--- src/ufrt_pkg.sv ---
package ufrt_pkg;

  // ------------------------------------------------------------------
  // Register map and field layout
  // ------------------------------------------------------------------
  localparam logic [7:0] UFRT_OFS_BIT_TIME_LEFT = 8'h38;
  localparam logic [7:0] UFRT_OFS_FRAME_COUNT = 8'h3C;
  localparam int UFRT_LEFT_W = 14;
  localparam int UFRT_COUNT_W = 16;
  localparam int UFRT_TOGGLE_POS = 31;
  localparam int UFRT_SOF_FLAG_POS = 2;

  // ------------------------------------------------------------------
  // Reset values
  // ------------------------------------------------------------------
  localparam logic [13:0] UFRT_LEFT_RST = 14'h0000;
  localparam logic [15:0] UFRT_COUNT_RST = 16'h0000;
  localparam logic [13:0] UFRT_INTERVAL_NOMINAL = 14'h2EDF;
  localparam logic [31:0] UFRT_RDATA_RST = 32'h0000_0000;

  // Register access request from the memory window decoder.
  typedef struct packed {
    logic wr;
    logic rd;
    logic [7:0] addr;
    logic [31:0] wdata;
  } ufrt_req_s;

  // Frame boundary sequence.
  typedef enum logic [1:0] {
    UFRT_IDLE,
    UFRT_HCCA_WRITE,
    UFRT_FLAG
  } ufrt_state_e;

endpackage

--- src/ufrt_counters.sv ---
`timescale 1ns/1ps
module ufrt_counters
  import ufrt_pkg::*;
(
  // Clock and reset
  input wire logic ref_clk_i,
  input wire logic rst_b_i,
  // Register access
  input wire ufrt_req_s reg_req_i,
  output logic [31:0] reg_rdata_o,
  output logic reg_rvalid_o,
  // Frame timing controls
  input wire logic bit_tick_toggle_i,
  input wire logic frames_running_i,
  input wire logic operational_entry_i,
  input wire logic [13:0] frame_interval_i,
  input wire logic interval_toggle_i,
  // Frame boundary events
  output logic sof_send_o,
  output logic hcca_wr_req_o,
  output logic [15:0] hcca_frame_o,
  input wire logic hcca_wr_done_i,
  output logic start_of_frame_flag_o,
  output logic ed_fetch_allow_o
);

  // ------------------------------------------------------------------
  // Bit-time tick crossing
  // ------------------------------------------------------------------
  // Synchroniser and edge memory for the bit-time toggle.
  logic tick_meta_r;
  logic tick_sync_r;
  logic tick_prev_r;

  // Counter state and the interval that it reloads from.
  logic [13:0] interval_r;
  logic [13:0] bit_times_left_r;
  logic remaining_toggle_r;
  logic [15:0] frame_count_value_r;

  // Position in the frame boundary sequence.
  ufrt_state_e state_r;

  // The tick toggles in the full-speed domain; each edge is one bit time.
  // A toggle survives the slower clock where a pulse would not, but it
  // must hold across at least one clock edge or an edge is missed.
  // The third flop only remembers the last synchronised level.
  always_ff @(posedge ref_clk_i or negedge rst_b_i) begin
    if (!rst_b_i) begin
      tick_meta_r <= 1'b0;
      tick_sync_r <= 1'b0;
      tick_prev_r <= 1'b0;
    end else begin
      tick_meta_r <= bit_tick_toggle_i;
      tick_sync_r <= tick_meta_r;
      tick_prev_r <= tick_sync_r;
    end
  end

  // Either edge of the synchronised toggle marks one bit time.
  wire bit_tick = tick_sync_r ^ tick_prev_r;

  // ------------------------------------------------------------------
  // Decode
  // ------------------------------------------------------------------
  // Offsets compare on the full byte address, so unmapped ones select nothing.
  function automatic logic ufrt_hit(input logic [7:0] addr, input logic [7:0] ofs);
    return addr == ofs;
  endfunction

  wire sel_left = ufrt_hit(reg_req_i.addr, UFRT_OFS_BIT_TIME_LEFT);
  wire sel_count = ufrt_hit(reg_req_i.addr, UFRT_OFS_FRAME_COUNT);
  wire wr_left = reg_req_i.wr && sel_left;
  wire wr_count = reg_req_i.wr && sel_count;
  // A boundary needs a bit time, while an entry pulse starts a frame alone.
  wire tick_run = bit_tick && frames_running_i;
  wire at_zero = (bit_times_left_r == 14'h0000);
  wire reload = tick_run && at_zero;
  wire advance = reload || operational_entry_i;

  // ------------------------------------------------------------------
  // Frame interval capture
  // ------------------------------------------------------------------
  // Loads the nominal interval at reset, then follows frame_interval_i
  // every clock, so frames start at whatever length is presented.
  // A new interval reaches the counter one clock late, which is far
  // inside one bit time and so never shifts a boundary.
  always_ff @(posedge ref_clk_i or negedge rst_b_i) begin
    if (!rst_b_i) begin
      interval_r <= UFRT_INTERVAL_NOMINAL;
    end else begin
      interval_r <= frame_interval_i;
    end
  end

  // ------------------------------------------------------------------
  // Bit times left in the frame
  // ------------------------------------------------------------------
  // Hardware reload and decrement win over a software write in the same
  // cycle, so a frame boundary is never lost.
  // Entry reloads the count but leaves the toggle; only a boundary copies it.
  always_ff @(posedge ref_clk_i or negedge rst_b_i) begin
    if (!rst_b_i) begin
      bit_times_left_r <= UFRT_LEFT_RST;
      remaining_toggle_r <= 1'b0;
    end else if (operational_entry_i) begin
      bit_times_left_r <= interval_r;
    end else if (reload) begin
      bit_times_left_r <= interval_r;
      remaining_toggle_r <= interval_toggle_i;
    end else if (tick_run) begin
      bit_times_left_r <= bit_times_left_r - 14'h0001;
    end else if (wr_left) begin
      bit_times_left_r <= reg_req_i.wdata[UFRT_LEFT_W-1:0];
      remaining_toggle_r <= reg_req_i.wdata[UFRT_TOGGLE_POS];
    end
  end

  // ------------------------------------------------------------------
  // Frame count
  // ------------------------------------------------------------------
  // Plain 16-bit add wraps from all ones to zero by itself.
  // A software write loses to an advance in the same clock, because a
  // register poke must never swallow a frame.
  always_ff @(posedge ref_clk_i or negedge rst_b_i) begin
    if (!rst_b_i) begin
      frame_count_value_r <= UFRT_COUNT_RST;
    end else if (advance) begin
      frame_count_value_r <= frame_count_value_r + 16'h0001;
    end else if (wr_count) begin
      frame_count_value_r <= reg_req_i.wdata[UFRT_COUNT_W-1:0];
    end
  end

  // ------------------------------------------------------------------
  // Frame boundary sequence
  // ------------------------------------------------------------------
  // The count is published one cycle after it advances, so the shared
  // area always receives the new value; the flag follows the write.
  // A boundary that lands before the sequence is idle again still counts,
  // but it gets no second write and no second flag.
  always_ff @(posedge ref_clk_i or negedge rst_b_i) begin
    if (!rst_b_i) begin
      state_r <= UFRT_IDLE;
      sof_send_o <= 1'b0;
      hcca_wr_req_o <= 1'b0;
      hcca_frame_o <= UFRT_COUNT_RST;
      start_of_frame_flag_o <= 1'b0;
      ed_fetch_allow_o <= 1'b0;
    end else begin
      sof_send_o <= 1'b0;
      start_of_frame_flag_o <= 1'b0;
      case (state_r)
        UFRT_IDLE: begin
          if (advance) begin
            state_r <= UFRT_HCCA_WRITE;
            sof_send_o <= 1'b1;
            ed_fetch_allow_o <= 1'b0;
          end
        end
        UFRT_HCCA_WRITE: begin
          // The word is latched once, so a later advance cannot move it in flight.
          if (!hcca_wr_req_o) begin
            hcca_wr_req_o <= 1'b1;
            hcca_frame_o <= frame_count_value_r;
          end else if (hcca_wr_done_i) begin
            hcca_wr_req_o <= 1'b0;
            state_r <= UFRT_FLAG;
          end
        end
        UFRT_FLAG: begin
          // The flag and the fetch release share one edge, after the write.
          start_of_frame_flag_o <= 1'b1;
          ed_fetch_allow_o <= 1'b1;
          state_r <= UFRT_IDLE;
        end
        default: begin
          // An illegal state falls back to idle and waits for a boundary.
          state_r <= UFRT_IDLE;
        end
      endcase
    end
  end

  // ------------------------------------------------------------------
  // Read data
  // ------------------------------------------------------------------
  // Reserved bits read as zero; an unmapped offset reads all zero.
  wire [31:0] left_word = {remaining_toggle_r, 17'h00000, bit_times_left_r};
  wire [31:0] count_word = {16'h0000, frame_count_value_r};
  wire [31:0] rd_mux = sel_left ? left_word : (sel_count ? count_word : 32'h0000_0000);

  // The answer comes one clock after the strobe, whichever offset it hit.
  // Data is forced to zero outside an answer, so no stale word leaks out.
  always_ff @(posedge ref_clk_i or negedge rst_b_i) begin
    if (!rst_b_i) begin
      reg_rdata_o <= UFRT_RDATA_RST;
      reg_rvalid_o <= 1'b0;
    end else begin
      reg_rvalid_o <= reg_req_i.rd;
      reg_rdata_o <= reg_req_i.rd ? rd_mux : UFRT_RDATA_RST;
    end
  end

endmodule

--- config.mk ---
export PLATFORM = sky130hd
export DESIGN_NAME = ufrt_counters
export DESIGN_NICKNAME = d
export VERILOG_FILES = /design/src/ufrt_pkg.sv /design/src/ufrt_counters.sv
export SDC_FILE = /design/constraint.sdc
export NUM_CORES = 1
export LEC_CHECK = 0
export BUFFER_PORTS_ARGS = -buffer_cell sky130_fd_sc_hd__buf_2
export CORE_ASPECT_RATIO = 0.5
export CORE_UTILIZATION = 45
export DETAILED_ROUTE_END_ITERATION = 10
export GPL_TIMING_DRIVEN = 0
export PLACE_DENSITY = 0.72
export SKIP_CTS_REPAIR_TIMING = 1
export SLEW_MARGIN = 20
export SYNTH_ARGS = -nofsm -noshare
export SYNTH_HDL_FRONTEND = slang
export SYNTH_SLANG_ARGS = --single-unit
--- constraint.sdc ---
create_clock -name ref_clk_i -period 2.1 [get_ports ref_clk_i]
set_clock_uncertainty 0.1 [all_clocks]
set_input_delay 0 -clock ref_clk_i [delete_from_list [all_inputs] [get_ports ref_clk_i]]
set_output_delay 0 -clock ref_clk_i [all_outputs]
set_load 0.03 [all_outputs]
After elaboration in Yosys (flattened, before gate mapping). Cells that the tools add are included.

Add/subtract/negate cells: 2. $mul: 0. Div/mod/pow operators: 0. Magnitude comparators: 0. Eq/ne operators: 8. Shifts and indexed selects: 0. Mux-type cells: 23. Bitwise logic cells: 3. Reduce and logical (&&, ||, !) cells: 15.

Operator list (count): 32-bit 2-to-1 mux (2); 14-bit 2-to-1 mux (4); 16-bit 2-to-1 mux (3); 16-bit by 1-bit adder with 16-bit output (second input constant) (1); 8-bit by 6-bit equality test with 1-bit output (second input constant) (2); 14-bit zero test (1); 14-bit by 1-bit subtractor with 14-bit output (second input constant) (1); 1-bit 2-to-1 mux (9); 2-bit 2-to-1 mux (3); 2-bit inequality test (second input constant) (3); 3-bit AND reduction (2); 2-bit nonzero test (3); 1-bit logical AND (4); 2-bit one-hot mux with 2 select lines (1); 2-bit AND reduction (2); 4-bit nonzero test (1); 2-bit by 1-bit equality test with 1-bit output (second input constant) (1); 2-bit equality test (second input constant) (1); 2-bit zero test (1); 2-bit by 1-bit inequality test with 1-bit output (second input constant) (1); 1-bit inverter (2); 1-bit one-hot mux with 2 select lines (1); 1-bit logical OR (1); 1-bit XOR (1).

Register bits: 103. Bits in latches: 0. RAM bits: 0. Bits in read-only memories: 0. Logic and storage cells: 66. Memories: 0.

Logic depth before layout (Yosys ltp).
Depth after elaboration: 6. Gate-level depth with buffers: 9.

Worst setup path before layout. OpenSTA, ideal clock, no wires.

Path type: register -> register. Start: register bit_times_left_r[0]. End: register bit_times_left_r[13]. Arrival: 1.752 ns. Required time: 1.858 ns. Setup slack: 0.105 ns. Stages on the path, launching flop included: 10. Path buffers: 2. Cells stage by stage: dfrtp_1 inv_1 ha_1 nor4b_4 and4_4 buf_4 buf_4 a211oi_1 o21ai_0 o2111ai_1.

Longest elaborated chain between the ends: 4. Elaborated cells on any way between the ends: 7. Classes of those cells: add/sub (1); mux (3); reduce/logical (3).

Ends and longest elaborated chain: start, declared (line ufrt_counters.sv:37) `logic [13:0] bit_times_left_r;`; start signal, assigned (line ufrt_counters.sv:107) `bit_times_left_r <= interval_r;`; start signal, assigned (line ufrt_counters.sv:109) `bit_times_left_r <= interval_r;`; start signal, assigned (line ufrt_counters.sv:112) `bit_times_left_r <= bit_times_left_r - 14'h0001;`; 14-bit by 1-bit subtractor with 14-bit output / 14-bit zero test (equally long branches) (line ufrt_counters.sv:112, ufrt_counters.sv:77); 14-bit 2-to-1 mux / 1-bit logical AND (equally long branches) (line ufrt_counters.sv:111, ufrt_counters.sv:78); 14-bit 2-to-1 mux (line ufrt_counters.sv:108) `end else if (reload) begin`; 14-bit 2-to-1 mux (line ufrt_counters.sv:106) `end else if (operational_entry_i) begin`.

Parallel ways exist; a longest one is shown, timed or not. A chain may end at the register's enable or synchronous reset.

Final worst setup path.
Start: register bit_times_left_r[0]. End: register frame_count_value_r[11].

Longest elaborated chain between the ends: 4. Elaborated cells on any way between the ends: 5. Classes of those cells: mux (1); reduce/logical (4).

Ends and longest elaborated chain: 14-bit zero test * (line ufrt_counters.sv:77) `wire at_zero = (bit_times_left_r == 14'h0000);`; 1-bit logical AND * (line ufrt_counters.sv:78) `wire reload = tick_run && at_zero;`; 1-bit logical OR * (line ufrt_counters.sv:79) `wire advance = reload || operational_entry_i;`; 16-bit 2-to-1 mux / 2-bit nonzero test (equally long branches); end signal, assigned (line ufrt_counters.sv:129) `frame_count_value_r <= frame_count_value_r + 16'h0001;`; end signal, assigned (line ufrt_counters.sv:131) `frame_count_value_r <= reg_req_i.wdata[UFRT_COUNT_W-1:0];`; end, declared (line ufrt_counters.sv:39) `logic [15:0] frame_count_value_r;`.

Every way passes the cells marked *; elsewhere a longest branch is shown, timed or not.

==> flow_metrics.env <==
export IMPL_setup_viol=11
export IMPL_grt_ovfl_total=0
export IMPL_slew_violations=0
export IMPL_outcome="finished, violations left"
export IMPL_p_per_area_mw_per_mm2=922.9
export IMPL_grt_pass1_vias=3324
export IMPL_ys_warn_count=0
export IMPL_layout_drive_gt1_share=0.3640
export IMPL_crit_family="simple AND/OR/NAND/NOR gates"
export IMPL_drt_total_wl_um=12080
export IMPL_fin_setup_tns_ps=-405.2
export IMPL_hpwl_um=8096
export IMPL_cts_buffer_depth=2
export IMPL_whs_ps=-11.92
export IMPL_wl_per_cell_um=17.98
export IMPL_finalWorstSetupSlack_ps=-60.43
export IMPL_cp_start_kind="register"
export IMPL_clock_sinks=88
export IMPL_numPortBuffers=85
export IMPL_die_w_um=138.1
export IMPL_dieArea_mm2=0.009679
export IMPL_min_period_over_period=1.029
export IMPL_synth_edf_count=0
export IMPL_fin_nets=615
export IMPL_cp_slowest_cell="dfrtp_2"
export IMPL_syn_mean_instance_area_um2=10.78
export IMPL_hold_violations=1
export IMPL_area_growth_pct=40.26
export IMPL_maxCapViolCount=0
export IMPL_yosysSeqAreaShare=0.5314
export IMPL_ys_ff_latch=88
export IMPL_yosys_area_top_type="dfrtp_1"
export IMPL_start_util=0.4708
export IMPL_vias=3823
export IMPL_antenna_found_initial=0
export IMPL_grt_max_degree=48
export IMPL_gp_congestion=0.9251
export IMPL_clockRootBuffer="clkbuf_16"
export IMPL_tightest_slew_ps=614.7
export IMPL_place_area_mm2=0.004825
export IMPL_fp_dieH_um=70.07
export IMPL_drt_iter0_markers=514
export IMPL_drt_pass1_iter_count=10
export IMPL_dp_cells=604
export IMPL_pin_count=116
export IMPL_ant_nets=0
export IMPL_cp_common_cell="buf_8"
export IMPL_cpPeakStageDelay_ps=420
export IMPL_rows=24
export IMPL_ys_top_cells_by_area="dfrtp_1, dfstp_2, mux2_2"
export IMPL_cp_required_ps=2280
export IMPL_path_max_fanout=8
export IMPL_clk_pin_slew_ps=60
export IMPL_crit_path_end_kind="register"
export IMPL_synth_top_area_frac=0.4620
export IMPL_async_flop_share=1.000
export IMPL_worstPathArrival_ps=2340
export IMPL_drc=9
export IMPL_vdd_drop_max_v=0.0005893
export IMPL_synthMostInstantiatedCell="dfrtp_1"
export IMPL_rsz0062_at_grt="yes"
export IMPL_ys_types=60
export IMPL_fillCellCount=695
export IMPL_design_power_total_uw=5398
export IMPL_place_ws_ps=-333.2
export IMPL_slew_headroom=0.5902
export IMPL_max_freq_mhz=462.9
export IMPL_total_leakage_power_uw=0.002772
export IMPL_grt_pass1_wl_um=17870
export IMPL_synthCells=387
export IMPL_cts_tree="done"
export IMPL_core_area_mm2=0.008859
export IMPL_cts_inserted_buffers=9
export IMPL_path_class="reg2reg"
export IMPL_cp_cell_sequence="inv_2, ha_4, nor4b_4, and4_4, a21oi_4, buf_8, buf_8, mux2i_1, o31a_1"
export IMPL_period_needed_ps=2160
export IMPL_vias_per_cell=5.689
export IMPL_cp_buffers_inverters=3
export IMPL_syn_cell_area_mm2=0.004170
export IMPL_worstHoldPathType="in2reg"
export IMPL_worstSkewPairLatency_ps=340
export IMPL_synth_common_cells="dfrtp_1, nor2_1, nand2_1"
export IMPL_htreeDepth=3
export IMPL_final_cells=672
export IMPL_synthFlopType="dfrtp_1"
export IMPL_violations="design-rule violations, negative hold slack, negative setup slack"
export IMPL_antennaDiodeCount=0
export IMPL_grt_total_usage=0.2466
export IMPL_final_area_mm2=0.005849
==> tightest hold or removal path, delay by kind of cell <==
family	cells	cell delay [ps]
compound gates	2	290
simple gates	1	30
buf+inv	1	70
==> flip-flops by register name, indices dropped and copies added, names as in the netlist <==
register,count
tick_prev_r,1
hcca_frame_o,16
reg_rvalid_o,1
tick_sync_r,1
remaining_toggle_r,1
interval_r,14
ed_fetch_allow_o,1
hcca_wr_req_o,1
tick_meta_r,1
sof_send_o,1
reg_rdata_o,17
frame_count_value_r,16
bit_times_left_r,14
start_of_frame_flag_o,1
state_r,2
==> worst paths after layout <==
check / cells after the start / start / slack (ps) / end
setup reg to reg: 9 / bit_times_left_r[0]$_DFFE_PN0P_ / -60 / frame_count_value_r[11]$_DFFE_PN0P_
setup / recovery: 9 / bit_times_left_r[0]$_DFFE_PN0P_ / -60 / frame_count_value_r[11]$_DFFE_PN0P_
hold / removal: 4 / interval_toggle_i / -10 / remaining_toggle_r$_DFFE_PN0P_
hold reg to reg: 0 / tick_meta_r$_DFF_PN0_ / 250 / tick_sync_r$_DFF_PN0_
min in group asynchronous: 2 / rst_b_i / 80 / tick_meta_r$_DFF_PN0_
max in group asynchronous: 3 / rst_b_i / 1160 / interval_r[7]$_DFF_PN1_
==> layout make-up <==
class	instances	area (um^2)	share of cell area
buffer	35	269.0	0.04599
clock buffer	10	229.0	0.03914
clock inverter	6	108.9	0.01861
inverter	9	33.78	0.005775
multi-input combinational	269	1883	0.3219
sequential	88	2217	0.3790
tap	117	146.4	0.02503
timing repair buffer	138	962.2	0.1645
==> placed cells by master (no fill, tap or decap), types with 8 or more instances in the layout <==
cell type,n
nor3_1,18
a22o_1,11
o21ai_1,8
dlygate4sd3_1,35
mux2_2,16
nand3_1,8
buf_4,30
clkbuf_16,10
o21ai_0,13
nand2_1,28
dfrtp_1,76
a21oi_1,8
dfstp_2,11
buf_2,88
nor2_1,29
conb_1,15
==> metrics by stage <==
| step | util | hold slack (ps) |
|---|---|---|
| 3_3_place_gp | 0.5412 | 4.691 |
| 6_report | 0.6603 | -11.92 |
| 4_1_cts | 0.5828 | -439.2 |
| 2_1_floorplan | - | -395.6 |
| 3_5_place_dp | 0.5446 | -77.04 |
| 5_1_grt | 0.6603 | 21.32 |
==> report_power, final <==
group	switching, uW	total, uW	internal, uW
registers	224	2190	1960
clock network	650	1810	1160
logic	842	1400	561
total	1720	5400	3680
==> metal layers <==
metal  wire length, um  track usage
met5                 0            0
met3              1235      0.07407
met1              5182       0.3509
met2              5503       0.3577
met4               159      0.08614
==> kinds of logic after synthesis <==
logic type / share of synthesized area
AOI/OAI and AO/OA: 0.1614
xor gates and xnor gates: 0.01260
adders and majority gates: 0.006000
buffers and inverters: 0.05880
DFF: 0.5314
muxes: 0.06001
other: 0.0008992
and+or+nand+nor: 0.1689
Power figures use the tool's default switching activity.
